[config.mk]
export PLATFORM = sky130hd
export DESIGN_NAME = orvr_regs
export DESIGN_NICKNAME = d
export VERILOG_FILES = /design/src/verilog/orvr_pkg.sv /design/src/verilog/orvr_regs.sv
export SDC_FILE = /design/constraint.sdc
export NUM_CORES = 1
export LEC_CHECK = 0
export BUFFER_PORTS_ARGS = -buffer_cell sky130_fd_sc_hd__buf_2
export CAP_MARGIN = 20
export CORE_ASPECT_RATIO = 0.7
export CORE_MARGIN = 2
export CORE_UTILIZATION = 49
export DETAILED_ROUTE_END_ITERATION = 8
export GPL_ROUTABILITY_DRIVEN = 0
export GPL_TIMING_DRIVEN = 0
export PLACE_DENSITY_LB_ADDON = 0.3
export SLEW_MARGIN = 10
export SYNTH_ARGS = -nofsm -noshare
export SYNTH_HDL_FRONTEND = slang
export SYNTH_SLANG_ARGS = --single-unit
[constraint.sdc]
create_clock -name core_clk -period 2.3 [get_ports core_clk]
set_input_delay 0 -clock core_clk [delete_from_list [all_inputs] [get_ports core_clk]]
set_output_delay 0 -clock core_clk [all_outputs]
set_load 0.05 [all_outputs]
[src/verilog/orvr_pkg.sv]
`default_nettype none
package orvr_pkg;
	localparam logic [7:0] ORVR_OFF_ROUTING   = 8'h23;
	localparam logic [7:0] ORVR_OFF_VOL_HPL   = 8'h24;
	localparam logic [7:0] ORVR_OFF_VOL_HPR   = 8'h25;
	localparam logic [7:0] ORVR_OFF_VOL_SPK   = 8'h26;
	localparam logic [7:0] ORVR_OFF_FIXED     = 8'h27;
	localparam logic [7:0] ORVR_OFF_DRV_LEFT  = 8'h28;
	localparam logic [7:0] ORVR_OFF_DRV_RIGHT = 8'h29;
	localparam logic [7:0] ORVR_RST_ROUTING   = 8'h00;
	localparam logic [7:0] ORVR_RST_VOL       = 8'h7f;
	localparam logic [7:0] ORVR_FIXED_VALUE   = 8'h7f;
	localparam logic [6:0] ORVR_RST_DRV       = 7'h02;
	localparam logic [3:0] ORVR_GAIN_MAX      = 4'h9;
	localparam int         ORVR_RAMP_CYCLES   = 16;
	localparam logic [1:0] ORVR_DAC_OPEN      = 2'b00;
	localparam logic [1:0] ORVR_DAC_MIXER     = 2'b01;
	localparam logic [1:0] ORVR_DAC_DIRECT    = 2'b10;

	typedef struct packed {
		logic [7:0] addr;
		logic [7:0] wdata;
		logic       wr;
		logic       rd;
	} orvr_bus_req_t;

	typedef struct packed {
		logic       dac_left_to_mixer;
		logic       dac_left_to_headphone;
		logic       analog_input_one_to_left_mixer;
		logic       analog_input_two_to_left_mixer;
		logic       dac_right_to_mixer;
		logic       dac_right_to_headphone;
		logic       analog_input_two_to_right_mixer;
		logic       left_hp_to_right_hp;
		logic       left_vol_to_left_hp;
		logic [6:0] left_hp_atten;
		logic       right_vol_to_right_hp;
		logic [6:0] right_hp_atten;
		logic       left_vol_to_speaker;
		logic [6:0] speaker_atten;
		logic [3:0] left_hp_gain;
		logic       left_hp_unmuted;
		logic       left_hp_hiz_pd;
		logic [3:0] right_hp_gain;
		logic       right_hp_unmuted;
		logic       right_hp_hiz_pd;
	} orvr_ctl_t;
endpackage
`default_nettype wire

[src/verilog/orvr_regs.sv]
`default_nettype none
module orvr_regs #(
	parameter int RAMP_CYCLES = orvr_pkg::ORVR_RAMP_CYCLES
) (
	// Clock and reset
	input  wire logic                  core_clk,
	input  wire logic                  rst_b,
	input  wire logic                  clk_en,
	// Register port
	input  wire orvr_pkg::orvr_bus_req_t bus_req,
	output logic [7:0]                 rdata,
	// Control to the analog path
	output orvr_pkg::orvr_ctl_t        ctl,
	output logic                       left_hp_gain_applied,
	output logic                       right_hp_gain_applied
);
	import orvr_pkg::*;

	typedef struct packed {
		logic [7:0]  routing;
		logic [7:0]  vol_hpl;
		logic [7:0]  vol_hpr;
		logic [7:0]  vol_spk;
		logic [6:0]  drv_l;
		logic [6:0]  drv_r;
		logic [15:0] ramp_l;
		logic [15:0] ramp_r;
		logic        done_l;
		logic        done_r;
		logic [7:0]  rdata;
	} orvr_state_t;

	orvr_state_t st;
	orvr_state_t next_st;

	// Out-of-range gain codes are clamped so the driver never sees them
	function automatic logic [3:0] orvr_gain(input logic [3:0] code);
		orvr_gain = (code > ORVR_GAIN_MAX) ? ORVR_GAIN_MAX : code;
	endfunction

	always_comb begin
		next_st = st;
		// Ramps count down; flag sets when the count reaches zero
		if (st.ramp_l != 16'h0000) begin
			next_st.ramp_l = st.ramp_l - 16'h0001;
			if (st.ramp_l == 16'h0001) begin
				next_st.done_l = 1'b1;
			end
		end
		if (st.ramp_r != 16'h0000) begin
			next_st.ramp_r = st.ramp_r - 16'h0001;
			if (st.ramp_r == 16'h0001) begin
				next_st.done_r = 1'b1;
			end
		end
		next_st.rdata = 8'h00;
		if (bus_req.rd) begin
			case (bus_req.addr)
				ORVR_OFF_ROUTING:   next_st.rdata = st.routing;
				ORVR_OFF_VOL_HPL:   next_st.rdata = st.vol_hpl;
				ORVR_OFF_VOL_HPR:   next_st.rdata = st.vol_hpr;
				ORVR_OFF_VOL_SPK:   next_st.rdata = st.vol_spk;
				ORVR_OFF_FIXED:     next_st.rdata = ORVR_FIXED_VALUE;
				ORVR_OFF_DRV_LEFT:  next_st.rdata = {1'b0, st.drv_l[6:1], st.done_l};
				ORVR_OFF_DRV_RIGHT: next_st.rdata = {1'b0, st.drv_r[6:1], st.done_r};
				default:            next_st.rdata = 8'h00;
			endcase
		end
		if (bus_req.wr) begin
			case (bus_req.addr)
				ORVR_OFF_ROUTING: next_st.routing = bus_req.wdata;
				ORVR_OFF_VOL_HPL: next_st.vol_hpl = bus_req.wdata;
				ORVR_OFF_VOL_HPR: next_st.vol_hpr = bus_req.wdata;
				ORVR_OFF_VOL_SPK: next_st.vol_spk = bus_req.wdata;
				ORVR_OFF_DRV_LEFT: begin
					// Top bit ignored, status bit not writable
					next_st.drv_l  = {bus_req.wdata[6:1], 1'b0};
					next_st.ramp_l = 16'(RAMP_CYCLES);
					next_st.done_l = 1'b0;
				end
				ORVR_OFF_DRV_RIGHT: begin
					next_st.drv_r  = {bus_req.wdata[6:1], 1'b0};
					next_st.ramp_r = 16'(RAMP_CYCLES);
					next_st.done_r = 1'b0;
				end
				default: begin
				end
			endcase
		end
	end

	always_ff @(posedge core_clk or negedge rst_b) begin
		if (!rst_b) begin
			st         <= '0;
			st.routing <= ORVR_RST_ROUTING;
			st.vol_hpl <= ORVR_RST_VOL;
			st.vol_hpr <= ORVR_RST_VOL;
			st.vol_spk <= ORVR_RST_VOL;
			st.drv_l   <= ORVR_RST_DRV;
			st.drv_r   <= ORVR_RST_DRV;
			st.done_l  <= 1'b1;
			st.done_r  <= 1'b1;
		end else if (clk_en) begin
			st <= next_st;
		end
	end

	assign rdata                 = st.rdata;
	assign left_hp_gain_applied  = st.done_l;
	assign right_hp_gain_applied = st.done_r;

	always_comb begin
		ctl.dac_left_to_mixer      = (st.routing[7:6] == ORVR_DAC_MIXER);
		ctl.dac_left_to_headphone  = (st.routing[7:6] == ORVR_DAC_DIRECT);
		ctl.analog_input_one_to_left_mixer     = st.routing[5];
		ctl.analog_input_two_to_left_mixer     = st.routing[4];
		ctl.dac_right_to_mixer     = (st.routing[3:2] == ORVR_DAC_MIXER);
		ctl.dac_right_to_headphone = (st.routing[3:2] == ORVR_DAC_DIRECT);
		ctl.analog_input_two_to_right_mixer    = st.routing[1];
		ctl.left_hp_to_right_hp    = st.routing[0];
		ctl.left_vol_to_left_hp    = st.vol_hpl[7];
		ctl.left_hp_atten          = st.vol_hpl[6:0];
		ctl.right_vol_to_right_hp  = st.vol_hpr[7];
		ctl.right_hp_atten         = st.vol_hpr[6:0];
		ctl.left_vol_to_speaker    = st.vol_spk[7];
		ctl.speaker_atten          = st.vol_spk[6:0];
		// Driver state holds bits 6..1 of the register at the same positions
		ctl.left_hp_gain           = orvr_gain(st.drv_l[6:3]);
		ctl.left_hp_unmuted        = st.drv_l[2];
		ctl.left_hp_hiz_pd         = st.drv_l[1];
		ctl.right_hp_gain          = orvr_gain(st.drv_r[6:3]);
		ctl.right_hp_unmuted       = st.drv_r[2];
		ctl.right_hp_hiz_pd        = st.drv_r[1];
	end

	// Assertions
	chk_fixed_read: assert property (@(posedge core_clk) disable iff (!rst_b)
		clk_en && bus_req.rd && bus_req.addr == ORVR_OFF_FIXED |=> rdata == 8'h7f)
		else $error("fixed slot read wrong");
	chk_left_clear: assert property (@(posedge core_clk) disable iff (!rst_b)
		clk_en && bus_req.wr && bus_req.addr == ORVR_OFF_DRV_LEFT |=> !left_hp_gain_applied)
		else $error("left flag not cleared");
	chk_right_clear: assert property (@(posedge core_clk) disable iff (!rst_b)
		clk_en && bus_req.wr && bus_req.addr == ORVR_OFF_DRV_RIGHT |=> !right_hp_gain_applied)
		else $error("right flag not cleared");
	chk_left_mix: assert property (@(posedge core_clk) disable iff (!rst_b)
		!(ctl.dac_left_to_mixer && ctl.dac_left_to_headphone))
		else $error("left dac routed twice");
	chk_right_mix: assert property (@(posedge core_clk) disable iff (!rst_b)
		!(ctl.dac_right_to_mixer && ctl.dac_right_to_headphone))
		else $error("right dac routed twice");
	chk_gain_left: assert property (@(posedge core_clk) disable iff (!rst_b)
		ctl.left_hp_gain <= 4'h9)
		else $error("left gain out of range");
	chk_gain_right: assert property (@(posedge core_clk) disable iff (!rst_b)
		ctl.right_hp_gain <= 4'h9)
		else $error("right gain out of range");
	chk_route_write: assert property (@(posedge core_clk) disable iff (!rst_b)
		clk_en && bus_req.wr && bus_req.addr == ORVR_OFF_ROUTING
		|=> ctl.analog_input_one_to_left_mixer == $past(bus_req.wdata[5]))
		else $error("routing write lost");
	chk_mute_write: assert property (@(posedge core_clk) disable iff (!rst_b)
		clk_en && bus_req.wr && bus_req.addr == ORVR_OFF_DRV_LEFT
		|=> ctl.left_hp_unmuted == $past(bus_req.wdata[2]))
		else $error("mute write lost");
endmodule
`default_nettype wire

After elaboration in Yosys (flattened, before gate mapping) --
Cells that the tools add are included.
Storage, ports and cells: RAM bits 0, output and inout bits 54, bits in read-only memories 0, register bits after elaboration 86, bits in latches 0, logic and storage cells 51, bits of input ports 21, memories 0
Operators by class: bitwise gates (word level) 0, mux-type cells 15, multiply operators 0, div/mod/pow operators 0, shift operators 0, $lt $le $gt $ge 2, equality and inequality tests 13, add/sub/neg operators 2, reductions and logical operators 8
Operators with widths (count):
- $mux W16 | 4
- $eq A8 B6 Y1 const B | 7
- $pmux W8 S7 | 1
- $mux W34 | 1
- $eq A16 B1 Y1 const B | 2
- $reduce_bool A16 Y1 | 2
- $sub A16 B1 Y16 const B | 2
- $reduce_and A3 Y1 | 6
- $gt A4 B4 Y1 const B | 2
- $mux W4 | 2
- $mux W8 | 1
- $mux W1 | 6
- $eq A2 B1 Y1 const B | 2
- $eq A2 B2 Y1 const B | 2

Logic depth before layout (Yosys ltp) --
depth in word-level cells 5, gate-level depth with buffers 8

Worst setup path after synthesis --
OpenSTA, ideal clock, no wires.
kind reg2reg, from register st[10] in the netlist's numbering, to register st[22] in the netlist's numbering, setup time 0.077 ns, period minus slack after synthesis 1.942 ns, cell stages (with the launch flop) 7, data arrival time 1.865 ns, path slack 0.358 ns, required time 2.223 ns, buffers on the path 0, path through dfrtp_1 > inv_1 > ha_1 > or3b_1 > or3_1 > or4_1 > a21oi_1
On the way: longest elaborated chain between the ends 4
Ends and longest elaborated chain:
- start: declaration | RTL line orvr_regs.sv:33 | orvr_state_t st;
- start signal: assignment | RTL line orvr_regs.sv:104 | st <= next_st;
- $sub A16 B1 Y16 or $reduce_bool A16 Y1 (tied branches) | RTL line orvr_regs.sv:51, orvr_regs.sv:50
- $mux W16 * | RTL line orvr_regs.sv:50 | if (st.ramp_r != 16'h0000) begin
- $mux W16 | RTL line orvr_regs.sv:70 | case (bus_req.addr)
- $mux W34 * | RTL line orvr_regs.sv:69 | if (bus_req.wr) begin
Mark *: on every way between the ends. The rest lies on a longest branch, timed or not. A chain may end at the register's enable or synchronous reset.

Worst setup path in the final report --
Ends and elaborated chain as after synthesis.

==> impl_metrics.py <==
metrics = {
    "layout": {
        "filler_cell_count": 820,
        "syn_to_final_growth_pct": 20.8,
        "drive_gt1_share_pct": 36.5,
        "finish.net_count": 608,
        "n_antenna_cell": 0,
        "layout.cell_area.non_filler_sq_mm": 0.00589,
    },
    "yosys": {
        "main_combinational_cell_family_by_area_after_synthesis": "simple AND/OR/NAND/NOR gates",
        "synth.lib_cells_used.distinct": 55,
        "yosys-mux-area-fraction_pct": 11.3,
        "flops_latches_synth": 86,
        "yosys.area_share.simple_pct": 22.4,
        "synth_xor_area_share_pct": 0.180,
        "post-synth-top-count-cell": "nand2_1",
        "synth_commonest_cells": "64 x nand2_1, 61 x dfrtp_1, 40 x buf_4, 32 x mux2_2, 28 x a21oi_1",
        "synthFlopType": "dfrtp_1",
        "synth_largest_area_cell": "dfrtp_1",
        "edff_count_synth": 0,
        "synthAdderAreaFrac_pct": 1.28,
        "ys_async_sr_fraction_pct": 100,
        "post-synth-top-area-fraction_pct": 31.3,
        "synth.area.top_cells": "dfrtp_1 31%, dfstp_2 13%, mux2_2 7.4%",
        "yosysSeqAreaShare_pct": 44.8,
        "syn_nets": 513,
        "mapped_avg_cell_area_sq_um": 10.0,
        "synthesis.area_sq_mm": 0.00487,
        "netlist_instances": 487,
        "synth-compound-area-share_pct": 11.4,
        "synthesis.yosys.warnings": 0,
    },
    "sta": {
        "timing.setup.tns_ns": 0,
        "timing_hold_violations_final": 0,
        "share_of_the_clock_period_used_by_the_worst_path_after_layout_pct": 93.6,
        "postLayoutSetupSlackWorst_ns": 0.148,
        "pins_over_their_slew_limit": 0,
        "final.setup_skew_ns": 0.00451,
        "setup_viol": 0,
        "slew_headroom_pct": 45.1,
        "highest_achievable_clock_rate_ghz": 0.465,
        "setup_repair_after_global_routing_missed_its_margin": "no",
        "tightest_slew_ns": 0.819,
        "final_period_minus_worst_setup_slack_ns": 2.15,
    },
    "power": {
        "fin_total_pwr_mw": 4.73,
        "switching_power_mw": 1.57,
        "leakagePower_nw": 2.83,
        "power.share.sequential_pct": 43.3,
        "combinationalPowerShare_pct": 22.8,
        "vdd_ir_drop_max_mv": 0.353,
        "p_per_area_mw_per_mm2": 804,
        "internal_power_mw": 3.17,
        "power_switching_share_pct": 33.1,
        "pwr-share-clk_pct": 33.9,
    },
    "placement": {
        "post-place-ws_ns": 0.142,
        "hpwl_microns": 8820,
        "placement.io_buffers": 74,
        "total_cell_area_at_the_placement_stage_sq_mm": 0.00544,
    },
    "global_route": {
        "grt_antenna_before_repair": 0,
        "grt_max_degree": 63,
        "grt_use_met2_pct": 35.3,
        "busiest_layer": "met2",
        "met1_usage_pct": 34.4,
        "wire_length_of_the_first_global_routing_pass_microns": 19800,
        "track_usage_pct": 24.2,
        "groute.layer.met3.usage_pct": 8.51,
        "globalRoute.totalOverflow": 0,
        "first_global_vias": 3921,
    },
    "clock_tree": {
        "cts_max_level": 3,
        "tritoncts": "built",
        "tritoncts.num_buffers": 9,
        "postCtsSetupBuffers": 0,
        "worstSkewPairLatency_ns": 0.35,
        "cts.clk_slew.worst_paths_ns": 0.06,
        "clock-root-buffer": "clkbuf_16",
        "cts_num_sinks": 86,
        "clockBufferDepth": 2,
    },
    "route": {
        "post_dr_vias_cell": 5.74,
        "drcViolationCount": 0,
        "number_of_routed_nets_with_antenna_violations": 0,
        "route.detailed.wl_per_inst_microns": 17.2,
        "totalWireLength_microns": 12300,
        "drt-pass1-iter-count": 5,
        "detail_route.iter0.violations": 322,
        "routed-via-count": 4105,
    },
    "worst_setup_path": {
        "worstPathBufferInverterCount": 1,
        "crit_path_top_delay_cell": "dfrtp_1",
        "setup.worst_path.class": "reg -> reg",
        "timing.critical_path.max_delay_family": "simple AND/OR/NAND/NOR gates",
        "critPathCaptureType": "flip-flop",
        "crit_path_max_incr_delay_ns": 0.44,
        "kind_of_start_point_of_the_critical_path": "flip-flop",
        "required_worst_endpoint_ns": 2.57,
        "cp_data_arrival_time_ns": 2.42,
        "worstPathMaxFanout": 5,
        "timing.critical_path.cells": "inv_1, ha_1, or3b_1, or3_1, or4_1, a21oi_1",
    },
    "flow_run": {
        "maxCapViolCount": 0,
    },
    "floorplanning": {
        "chipWidth_microns": 123,
        "initial_core_util_pct": 50.3,
        "row_count": 30,
        "die_area_sq_mm": 0.0108,
        "io_pins": 75,
        "dieHeight_microns": 87.5,
        "core_area_sq_mm": 0.00968,
    },
    "hold_path": {
        "min_path_type": "in -> async",
    },
    "status": {
        "run_status": "finished, final reports clean",
    },
}
-- power by group through the flow --
stage / Combinational [mW] / Clock [mW] / Sequential, mW
6_report: 1.08 / 1.61 / 2.05
5_1_grt: 1.20 / 1.70 / 2.09
4_1_cts: 1.06 / 1.64 / 2.02
3_5_place_dp: 1.04 / 0 / 2.05
3_3_place_gp: 0.989 / 0 / 2.03
2_1_floorplan: 0.795 / 0 / 1.98
-- path summary, 6_finish.rpt --
check / startpoint / end / slack (ns) / cells after the start
min in group core_clk: bus_req[0] / rdata[7] / 0.15 / 3
hold reg to reg: ctl[6] / ctl[6] / 0.47 / 2
max in group asynchronous: rst_b / ctl[23] / 1.54 / 3
setup / recovery: st[10] / st[22] / 0.15 / 6
hold / removal: rst_b / st[23] / 0.10 / 2
setup reg to reg: st[10] / st[22] / 0.15 / 6
-- layer usage --
layer	routed length, microns	vias up
met3	1040	15
met4	135	0
met2	5390	151
met1	5730	2028
met5	0	-
li1	-	1911
-- timing repair --
action                                  4_1_cts  5_1_grt
hold buffers                                  9        0
endpoints found under the hold margin       108        0
endpoints found under the setup margin        0        9
resized for setup                             0        4
-- stage by stage --
step / hold WS, ns / util (%) / std cells
2_1_floorplan: -0.296 / - / 487
3_3_place_gp: 0.248 / 55.8 / 689
3_5_place_dp: -0.0680 / 56.1 / 690
4_1_cts: 0.107 / 60.5 / 715
5_1_grt: 0.137 / 60.8 / 715
6_report: 0.102 / 60.8 / 715
-- cell families (layout without fill, tap and decap cells) --
family,Yosys count,count (layout)
adder cells (fa/ha/maj),5,5
AO/OA/AOI/OAI,89,89
AND/OR/NAND/NOR,185,185
XOR/XNOR,1,1
buffers and inverters,70,170
multiplexers,51,51
flip-flops,86,86
-- state kept, by name, summed over array words and instances (netlist names) --
signal / flops
rdata: 8
left_hp_gain_applied: 1
st: 44
ctl: 32
right_hp_gain_applied: 1
-- final cells by class --
cell class | instances | area [sq um] | area share (%)
Sequential cell | 86 | 2180 | 37.1
Tap cell | 128 | 160 | 2.72
Clock buffer | 11 | 275 | 4.67
Inverter | 10 | 37.5 | 0.637
Clock inverter | 5 | 58.8 | 0.999
Timing Repair Buffer | 84 | 490 | 8.33
Buffer | 60 | 383 | 6.50
Multi-Input combinational cell | 331 | 2300 | 39.1
-- layout by cell type, fill, tap and decap left out, types with 4 or more instances in the layout --
cell type       n
dlygate4sd3_1   9
nand4_1         9
ha_1            5
dfstp_2        25
dfrtp_1        61
clkbuf_1       14
nand3_1         9
nor3_1          4
nor3_2          4
nor2_1         18
nor2b_1        10
o21ai_0        19
a21oi_1        28
mux2_2         32
inv_1          10
a31oi_1         4
buf_4          41
o31ai_1         6
buf_2          78
and3_1          4
mux2i_1        19
nor4_1          7
clkbuf_16      11
o2bb2ai_1      10
nand2_1        64
or3_1           9
nand2b_1        7
or4_1          11
o22ai_1         7
Note: power is estimated with default switching activity, not from simulation.
